[src/rtl/prot_exc_defines.svh]
// Constants of the protection exception unit: vectors, error code fields, limits.
// Assumes inclusion by bare name from the package and the unit.
`ifndef PROT_EXC_DEFINES_SVH
`define PROT_EXC_DEFINES_SVH

`define VEC_UNDEF_OPCODE    8'h06
`define VEC_COPROC_UNAVAIL  8'h07
`define VEC_NESTED          8'h08
`define VEC_COPROC_OVERRUN  8'h09
`define VEC_BAD_TASK_STATE  8'h0A
`define VEC_SEG_ABSENT      8'h0B
`define VEC_STACK_FAULT     8'h0C
`define VEC_GEN_PROT        8'h0D
`define VEC_COPROC_ERROR    8'h10

`define ERR_EXT_BIT         0
`define ERR_VECTAB_BIT      1
`define ERR_LOCAL_BIT       2
`define ERR_INDEX_LSB       3
`define ERR_CODE_ZERO       16'h0000
`define NULL_SEL_MAX        16'h0003
`define REAL_WORD_LAST_OFS  16'hFFFF

// Bus register offsets, control reset value and control bits
`define REG_CONTROL         32'h0000_0000
`define REG_STATUS          32'h0000_0004
`define REG_LAST_CODE       32'h0000_0008
`define REG_FAULT_COUNT     32'h0000_000C
`define CONTROL_RESET       32'h0000_0000
`define CTL_PROT_BIT        0
`define CTL_EMU_BIT         1
`define CTL_TSW_BIT         2
`define CTL_MON_BIT         3

`endif

[src/rtl/prot_exc_pkg.sv]
// Types of the protection exception unit.
// Assumes the defines header on the include path.
package prot_exc_pkg;
`include "prot_exc_defines.svh"

   typedef enum logic [3:0] {
      FAULT_NONE       = 4'b0000,
      FAULT_UNDEF      = 4'b0001,
      FAULT_TASK_STATE = 4'b0010,
      FAULT_ABSENT     = 4'b0011,
      FAULT_STACK      = 4'b0100,
      FAULT_GEN_PROT   = 4'b0101,
      FAULT_OVERRUN    = 4'b0110
   } fault_kind_type;

   typedef enum logic [2:0] {
      ST_IDLE     = 3'b000,
      ST_PUSH_FL  = 3'b001,
      ST_PUSH_CS  = 3'b010,
      ST_PUSH_IP  = 3'b011,
      ST_PUSH_ERR = 3'b100,
      ST_ENTER    = 3'b101
   } exc_state_type;

   // Numeric operation classes; NUM_CONTROL and NUM_NONE never look at the error line
   typedef enum logic [1:0] {
      NUM_NONE    = 2'b00,
      NUM_TESTING = 2'b01,
      NUM_CONTROL = 2'b10,
      NUM_WAIT    = 2'b11
   } numeric_kind_type;
endpackage

[src/rtl/protection_exception_unit.sv]
// Protection exception unit: checks references, picks a vector, builds and
// pushes the error code. Assumes the core stalls while busy_o is high and
// presents its stack pointer already switched for the handler level.
//
// Register access over Wishbone and the register addresses are this design's own decisions.
`timescale 1ns/100ps
`include "prot_exc_defines.svh"

// How it works
// - In protected mode every reference is checked; violations start handler entry.
// - Each fault kind maps onto its fixed vector number.
// - Faults with an error code push a 16-bit code last.
// - Pushes use the handler stack pointer given by the core.
// - Bit 0 of a selector code set when fault arose while servicing an external event.
// - Vector table selector sets bit 1; bits 3-15 hold its index.
// - Descriptor table selector clears bit 1; bit 2 marks local table.
// - With no selector information the pushed code is all zero.
// - A fault during handler entry raises the nested fault, zero code.
// - Faults inside a handler body take their ordinary vector.
// - Nested fault saves the pointer of the executing instruction.
// - Uncovered violations such as limit or write faults raise vector 13.
// - General protection pushes the selector only on descriptor loads.
// - Use of a selector 0 to 3 outside the stack segment raises general protection, zero code.
// - Real mode word access at offset FFFF raises 13, zero code.
// - Error line sampled on most numeric instructions and on non-emulated wait.
// - Control-type numeric operations do not sample the error line.
// - Coprocessor error reported at the following numeric instruction.
// - Coprocessor error pushes no error code.
// - Numeric op with emulate or switched bit, or wait with both monitor and switched bits, raises 7.
module protection_exception_unit (
   input  wire logic                           clk_i,         // 100 MHz clock
   input  wire logic                           rst_i,         // Sync reset, high
   input  wire logic [31:0]                    wb_adr_i,      // Wishbone address
   input  wire logic [31:0]                    wb_dat_i,      // Wishbone write data
   input  wire logic [3:0]                     wb_sel_i,      // Byte enables
   input  wire logic                           wb_we_i,       // Write enable
   input  wire logic                           wb_cyc_i,      // Cycle
   input  wire logic                           wb_stb_i,      // Strobe
   output logic      [31:0]                    wb_dat_o,      // Read data
   output logic                                wb_ack_o,      // Acknowledge
   input  wire logic                           ref_valid_i,   // Reference checked
   input  wire logic [15:0]                    ref_offset_i,  // Reference offset
   input  wire logic [15:0]                    ref_limit_i,   // Segment limit
   input  wire logic                           ref_word_i,    // Word access
   input  wire logic                           ref_write_i,   // Write access
   input  wire logic                           ref_readonly_i,// Segment read only
   input  wire logic                           ref_stack_i,   // Through stack seg
   input  wire logic [15:0]                    ref_sel_i,     // Segment selector
   input  wire logic                           fault_valid_i, // Core-found fault
   input  wire prot_exc_pkg::fault_kind_type   fault_kind_i,  // Its kind
   input  wire logic                           fault_has_sel_i, // Selector known
   input  wire logic                           fault_desc_load_i, // Descriptor load
   input  wire logic [15:0]                    fault_sel_i,   // Offending selector
   input  wire logic                           fault_vectab_i,// Selector in vector table
   input  wire logic                           ext_event_i,   // Servicing external event
   input  wire prot_exc_pkg::numeric_kind_type num_kind_i,    // Numeric op class
   input  wire logic                           num_start_i,   // Numeric op starts
   input  wire logic                           coproc_error_n_i, // Error pin, low
   input  wire logic [15:0]                    flags_i,       // Flags to save
   input  wire logic [15:0]                    ret_cs_i,      // Return code segment
   input  wire logic [15:0]                    ret_ip_i,      // Return offset
   input  wire logic [15:0]                    handler_sp_i,  // Handler stack pointer
   input  wire logic                           push_ready_i,  // Stack write done
   output logic                                push_o,        // Stack write request
   output logic      [15:0]                    push_addr_o,   // Stack write offset
   output logic      [15:0]                    push_data_o,   // Stack write data
   output logic                                enter_o,       // Handler entry pulse
   output logic      [7:0]                     vector_o,      // Handler vector
   output logic                                busy_o         // Entry in progress
);
   import prot_exc_pkg::*;

   exc_state_type state_q;
   logic [31:0]   ctl_q;
   logic [15:0]   code_q;
   logic [15:0]   last_code_q;
   logic [15:0]   count_q;
   logic [15:0]   sp_q;
   logic [7:0]    vec_q;
   logic          has_code_q;
   logic [15:0]   ret_cs_q;
   logic [15:0]   ret_ip_q;
   logic [15:0]   flags_q;
   logic          err_meta_q;
   logic          err_sync_q;

   logic          prot_on;
   logic          emu_bit;
   logic          tsw_bit;
   logic          mon_bit;
   logic          chk_fault;
   logic          null_fault;
   logic          real_fault;
   logic          gp_fault;
   logic          num_unavail;
   logic          num_error;
   logic          raise;
   logic [7:0]    vec_d;
   logic          has_code_d;
   logic [15:0]   code_d;
   logic          bus_req;

   assign prot_on = ctl_q[`CTL_PROT_BIT];
   assign emu_bit = ctl_q[`CTL_EMU_BIT];
   assign tsw_bit = ctl_q[`CTL_TSW_BIT];
   assign mon_bit = ctl_q[`CTL_MON_BIT];
   assign bus_req = wb_cyc_i && wb_stb_i && !wb_ack_o;

   // Selector error code with external bit folded in
   function automatic logic [15:0] sel_code(input logic [15:0] sel, input logic vt,
                                            input logic ext);
      logic [15:0] c;
      c = {sel[15:`ERR_INDEX_LSB], sel[`ERR_LOCAL_BIT], 2'b00};
      c[`ERR_VECTAB_BIT] = vt;
      c[`ERR_EXT_BIT] = ext;
      return c;
   endfunction

   // Pin passes two flops before use
   always_ff @(posedge clk_i) begin
      if (rst_i) begin
         err_meta_q <= 1'b0;
         err_sync_q <= 1'b0;
      end else begin
         err_meta_q <= !coproc_error_n_i;
         err_sync_q <= err_meta_q;
      end
   end

   always_comb begin
      chk_fault = prot_on && ref_valid_i &&
                  ((ref_offset_i > ref_limit_i) ||
                   (ref_word_i && (ref_offset_i == ref_limit_i)) ||
                   (ref_write_i && ref_readonly_i));
      null_fault = prot_on && ref_valid_i && !ref_stack_i &&
                   (ref_sel_i <= `NULL_SEL_MAX);
      real_fault = !prot_on && ref_valid_i && ref_word_i &&
                   (ref_offset_i == `REAL_WORD_LAST_OFS);
      gp_fault = chk_fault || null_fault || real_fault;
      num_unavail = num_start_i &&
                    (((num_kind_i != NUM_WAIT) && (num_kind_i != NUM_NONE) &&
                      (emu_bit || tsw_bit)) ||
                     ((num_kind_i == NUM_WAIT) && mon_bit && tsw_bit));
      // error line sampled, control ops skip it
      num_error = num_start_i && err_sync_q &&
                  ((num_kind_i == NUM_TESTING) || ((num_kind_i == NUM_WAIT) && !emu_bit));
      raise = fault_valid_i || gp_fault || num_unavail || num_error;
      vec_d = `VEC_GEN_PROT;
      has_code_d = 1'b1;
      code_d = `ERR_CODE_ZERO;
      if (fault_valid_i) begin
         case (fault_kind_i)
            FAULT_UNDEF: begin
               vec_d = `VEC_UNDEF_OPCODE;
               has_code_d = 1'b0;
            end
            FAULT_OVERRUN: begin
               vec_d = `VEC_COPROC_OVERRUN;
               has_code_d = 1'b0;
            end
            FAULT_TASK_STATE: vec_d = `VEC_BAD_TASK_STATE;
            FAULT_ABSENT:     vec_d = `VEC_SEG_ABSENT;
            FAULT_STACK:      vec_d = `VEC_STACK_FAULT;
            default:          vec_d = `VEC_GEN_PROT;
         endcase
         // selector only on descriptor loads for 13
         if (fault_has_sel_i && (vec_d != `VEC_GEN_PROT || fault_desc_load_i)) begin
            code_d = sel_code(fault_sel_i, fault_vectab_i, ext_event_i);
         end
      end else if (gp_fault) begin
         vec_d = `VEC_GEN_PROT;
      end else if (num_unavail) begin
         vec_d = `VEC_COPROC_UNAVAIL;
         has_code_d = 1'b0;
      end else begin
         vec_d = `VEC_COPROC_ERROR;
         has_code_d = 1'b0;
      end
   end

   // Entry sequence; busy_o stalls the core
   always_ff @(posedge clk_i) begin
      if (rst_i) begin
         state_q    <= ST_IDLE;
         vec_q      <= 8'h00;
         code_q     <= 16'h0000;
         has_code_q <= 1'b0;
         sp_q       <= 16'h0000;
         ret_cs_q   <= 16'h0000;
         ret_ip_q   <= 16'h0000;
         flags_q    <= 16'h0000;
         push_o     <= 1'b0;
         push_addr_o <= 16'h0000;
         push_data_o <= 16'h0000;
         enter_o    <= 1'b0;
         vector_o   <= 8'h00;
         busy_o     <= 1'b0;
      end else begin
         enter_o <= 1'b0;
         case (state_q)
            ST_IDLE: begin
               // handler body faults take ordinary path
               if (raise) begin
                  vec_q      <= vec_d;
                  code_q     <= code_d;
                  has_code_q <= has_code_d;
                  sp_q       <= handler_sp_i - 16'h0002;
                  ret_cs_q   <= ret_cs_i;
                  ret_ip_q   <= ret_ip_i;
                  flags_q    <= flags_i;
                  busy_o     <= 1'b1;
                  push_o     <= 1'b1;
                  push_addr_o <= handler_sp_i - 16'h0002;
                  push_data_o <= flags_i;
                  state_q    <= ST_PUSH_FL;
               end
            end
            ST_PUSH_FL, ST_PUSH_CS, ST_PUSH_IP, ST_PUSH_ERR: begin
               // fault during entry becomes nested fault
               if (fault_valid_i && vec_q != `VEC_NESTED) begin
                  vec_q      <= `VEC_NESTED;
                  code_q     <= `ERR_CODE_ZERO;
                  has_code_q <= 1'b1;
                  sp_q       <= handler_sp_i - 16'h0002;
                  push_o     <= 1'b1;
                  push_addr_o <= handler_sp_i - 16'h0002;
                  push_data_o <= flags_q;
                  state_q    <= ST_PUSH_FL;
               end else if (push_ready_i) begin
                  sp_q <= sp_q - 16'h0002;
                  push_addr_o <= sp_q - 16'h0002;
                  case (state_q)
                     ST_PUSH_FL: begin
                        push_data_o <= ret_cs_q;
                        state_q <= ST_PUSH_CS;
                     end
                     ST_PUSH_CS: begin
                        push_data_o <= ret_ip_q;
                        state_q <= ST_PUSH_IP;
                     end
                     ST_PUSH_IP: begin
                        push_data_o <= code_q;
                        push_o  <= has_code_q;
                        state_q <= has_code_q ? ST_PUSH_ERR : ST_ENTER;
                     end
                     default: begin
                        push_o  <= 1'b0;
                        state_q <= ST_ENTER;
                     end
                  endcase
               end
            end
            ST_ENTER: begin
               push_o   <= 1'b0;
               enter_o  <= 1'b1;
               vector_o <= vec_q;
               busy_o   <= 1'b0;
               state_q  <= ST_IDLE;
            end
            default: state_q <= ST_IDLE;
         endcase
      end
   end

   // Statistics
   always_ff @(posedge clk_i) begin
      if (rst_i) begin
         last_code_q <= 16'h0000;
         count_q     <= 16'h0000;
      end else if (state_q == ST_ENTER) begin
         last_code_q <= has_code_q ? code_q : 16'h0000;
         count_q     <= count_q + 16'h0001;
      end
   end

   // Wishbone slave, registered ack one cycle after the request
   always_ff @(posedge clk_i) begin
      if (rst_i) begin
         ctl_q    <= `CONTROL_RESET;
         wb_ack_o <= 1'b0;
         wb_dat_o <= 32'h0000_0000;
      end else begin
         wb_ack_o <= bus_req;
         if (bus_req && wb_we_i && wb_adr_i == `REG_CONTROL) begin
            for (int b = 0; b < 4; b++) begin
               if (wb_sel_i[b]) begin
                  ctl_q[8*b +: 8] <= wb_dat_i[8*b +: 8];
               end
            end
         end
         if (bus_req && !wb_we_i) begin
            case (wb_adr_i)
               `REG_CONTROL:     wb_dat_o <= ctl_q;
               `REG_STATUS:      wb_dat_o <= {16'h0000, vec_q, 3'b000, err_sync_q,
                                              1'b0, state_q};
               `REG_LAST_CODE:   wb_dat_o <= {16'h0000, last_code_q};
               `REG_FAULT_COUNT: wb_dat_o <= {16'h0000, count_q};
               default:          wb_dat_o <= 32'h0000_0000;
            endcase
         end
      end
   end
endmodule
[config.mk]
export PLATFORM = sky130hd
export DESIGN_NAME = protection_exception_unit
export DESIGN_NICKNAME = d
export VERILOG_FILES = /design/src/rtl/prot_exc_pkg.sv /design/src/rtl/protection_exception_unit.sv
export VERILOG_INCLUDE_DIRS = /design/src /design/src/rtl
export SDC_FILE = /design/constraint.sdc
export NUM_CORES = 1
export LEC_CHECK = 0
export ABC_AREA = 0
export BUFFER_PORTS_ARGS = -buffer_cell sky130_fd_sc_hd__buf_2
export CORE_MARGIN = 2
export CORE_UTILIZATION = 28
export CTS_BUF_LIST = sky130_fd_sc_hd__clkbuf_8
export CTS_CLUSTER_DIAMETER = 120
export DETAILED_ROUTE_END_ITERATION = 6
export GPL_TIMING_DRIVEN = 1
export PLACE_DENSITY = 0.5
export SLEW_MARGIN = 20
export SYNTH_ARGS = -nofsm -noshare
export SYNTH_HDL_FRONTEND = slang
export SYNTH_SLANG_ARGS = --single-unit
[constraint.sdc]
create_clock -name clk_i -period 3 [get_ports clk_i]
set_input_delay 0.45 -clock clk_i [delete_from_list [all_inputs] [get_ports clk_i]]
set_output_delay 0.45 -clock clk_i [all_outputs]
set_load 0.005 [all_outputs]
==> results by group <==
Worst setup path
  – Slowest stage cell, crit path: nor2_2
  – Largest stage delay, worst path: 690 ps
  – Crit Reg-Reg Startpoint: state_q[2]
  – Critical setup path kind: flip-flop to flip-flop
  – CP Launch Type: flip-flop
  – Crit-path max FO: 29
  – Reg2reg end: sp_q[15]
  – R2r setup slk: 350 ps
  – FF-to-FF path depth: 7
  – Critical path, cell by cell: nor3_2 -> nor2_2 -> nand2b_1 -> buf_4 -> nor4_1 -> a21oi_1 -> o32ai_1
  – CP arrival: 3100 ps
  – WP data required: 3450 ps
  – Crit path capture type: flip-flop

Die
  – Die width: 198 µm
  – Die area: 39200 µm²
  – Die height: 198 µm
  – Initial Util: 28.2%
  – Core area: 37400 µm²
  – # IOs: 296
  – Row Count: 71

Clocking
  – Clock transition at the registers of the reported paths: 70 ps
  – Hold_buf cts: 0
  – Setup bufs post-CTS: 0
  – Clock buffer depth: 3
  – Latest clock arrival within the worst-skew pair: 550 ps
  – Num CTS Buffers: 39
  – Root buffer cell: clkbuf_8
  – H-tree levels: 2
  – Sink Count: 212
  – # resized after CTS: 0
  – CTS tree: built

Routing
  – Remaining DRCs: 0
  – WL/cell: 17.0 µm
  – Final WL: 35.6 mm
  – First-pass iteration count of the detailed router: 5
  – Vias/cell: 4.92
  – Vias: 10300
  – Antenna-violating nets left: 0
  – Iteration-0 DRC Markers: 484

Power and ir drop
  – Power per Cell Area: 547 nW/µm²
  – Leakage: 5.51 nW
  – Peak VDD IR: 0.319 mV

STA
  – Worst Skew: 19.7 ps
  – RSZ-0062 raised after global routing: no
  – Worst slew margin: 42.5%
  – Final setup viols: 0
  – Worst slew pin tran: 862 ps
  – Max Freq: 0.378 GHz
  – Tmin final: 2650 ps
  – Max-slew violations: 0
  – Setup TNS: 0 ps
  – Tcrit/Tclk final: 88.3%
  – Fin. Hold Viols: 0

Synthesis
  – Avg Inst Size Synth: 8.21 µm²
  – Post-synthesis mux area share: 8.06%
  – Post-Synth XOR/XNOR Area: 2.32%
  – Ys async rst share: 0%
  – Synth Warn #: 0
  – Yosys cell types: 65
  – Simple-Gate Fraction of Synth Area: 21.7%
  – Synth Cell Area: 10600 µm²
  – Mapped Cells: 1285
  – Main combinational cell family by area after synthesis: simple AND/OR/NAND/NOR gates
  – Post-synth top flop: dfxtp_1
  – Largest area contributor in the netlist: dfxtp_1
  – Adder-cell share of the synthesized area: 2.49%
  – Top cells by area, synth: dfxtp_1 40%, a21oi_1 6.5%, nand2_1 5.3%, nand3_1 5.2%, nor2_1 3.7%
  – Synth Area in Compound Gates: 19.7%
  – Yosys top cell area share: 40.2%
  – Number of synthesized flops with an enable pin: 0
  – Synthesized flop and latch total: 212
  – Seq/Total Area, Yosys: 40.2%

Cells and area
  – Area Growth Syn to Fin: 26.6%
  – Fin area: 13400 µm²
  – Share of cells above drive strength 1: 27.6%
  – Final-stage net count: 1792
  – Commonest non-fill, non-tap cell in the layout: buf_2
  – Most frequent cells in the layout: 287 x buf_2, 212 x dfxtp_1, 148 x nand2_1, 138 x a21oi_1, 109 x nand3_1

GRT
  – Via count of the first global-routing pass: 9690
  – Largest net degree at the start of global routing: 79
  – Global route overflow: 0
  – Global-route wire length before repair: 54.3 mm
  – Global Route Usage Sum: 17.4%
  – Initial antenna violation count: 5

Run
  – Max cap viols: 0

Hold path
  – Number of stages on the worst hold path: 2
  – Worst min path class: input pin to flip-flop
  – Hold Path End: err_meta_q
  – Worst hold path startpoint: coproc_error_n_i

Placed design
  – I/O Buffers: 288
  – Placed wire-length estimate: 25.6 mm
  – Routability cong.: 0.822
  – Placed cell area: 12600 µm²

Outcome
  – Status: finished clean
-- logic make-up after synthesis --
kind of cell | after synthesis
fa+ha+maj | 21
mux | 67
buf+inv | 137
xor+xnor | 28
compound gates | 333
simple gates | 486
flops | 212
other cells | 1
-- per-stage QoR --
step | utilization (%) | hold slack [ps] | power (mW) | worst slack, ps | instances
final | 35.7 | 65.8 | 7.30 | 352 | 2096
after CTS | 35.7 | 27.3 | 7.43 | 371 | 2092
after global routing | 35.7 | 34.6 | 7.72 | 124 | 2095
after floorplan | - | 414 | 4.03 | 450 | 1287
after detailed placement | 33.6 | 424 | 4.62 | 181 | 2021
after global placement | 33.6 | 432 | 4.61 | 242 | 2021
-- power by group --
part           switching [mW]  internal [mW]  total (mW)
sequential              0.118           2.97        3.09
clock                    1.28           1.48        2.75
combinational           0.847          0.616        1.46
-- worst max path at each step --
stage | from | endpoint
finish | state_q[2] | sp_q[15]
CTS | state_q[2] | sp_q[15]
detailed placement | ref_offset_i[14] | sp_q[0]
global route | state_q[2] | sp_q[13]
global placement | ref_offset_i[14] | push_data_o[12]
floorplan | num_kind_i[1] | push_data_o[0]
-- sequential cells by signal, summed over array words and instances, names as in the netlist, 16 cells and up --
name         cells
push_data_o     16
last_code_q     16
sp_q            16
ret_cs_q        16
flags_q         16
ctl_q           32
ret_ip_q        16
count_q         16
code_q          16
wb_dat_o        32
-- cell type report --
cell class / instances / area (µm²)
multi-input cells: 938 / 5770
diodes: 4 / 10.0
flip-flops and latches: 212 / 4240
fillers: 3996 / 24000
clock buffers: 49 / 674
clock inverters: 22 / 100
repair buffers: 329 / 1810
well taps: 511 / 639
inverters: 31 / 116
-- worst max-delay path, delay by kind of cell, from the launching register on --
| family | cells | cell delay (ps) |
|---|---|---|
| compound gates | 2 | 290 |
| buf+inv | 1 | 280 |
| simple gates | 4 | 1290 |
| flops | 1 | 670 |
-- per-layer routing --
layer / global-route usage, % / share of wire [%] / up-vias
met5: 0 / 0.031 / -
met3: 3.42 / 5.8 / 53
li1: - / - / 5150
met4: 4.65 / 1.9 / 2
met2: 28.3 / 45 / 303
met1: 23.6 / 47 / 4805
-- cells in the mapped netlist (all sizes together) (25+ instances only) --
cell	count
a21oi	138
nand2	148
buf	29
clkbuf	77
dfxtp	212
mux2i	34
nor2	104
nand3	109
a211oi	38
nor4	25
inv	31
nor3	32
o21ai	68
Note: power is estimated with default switching activity, not from simulation.
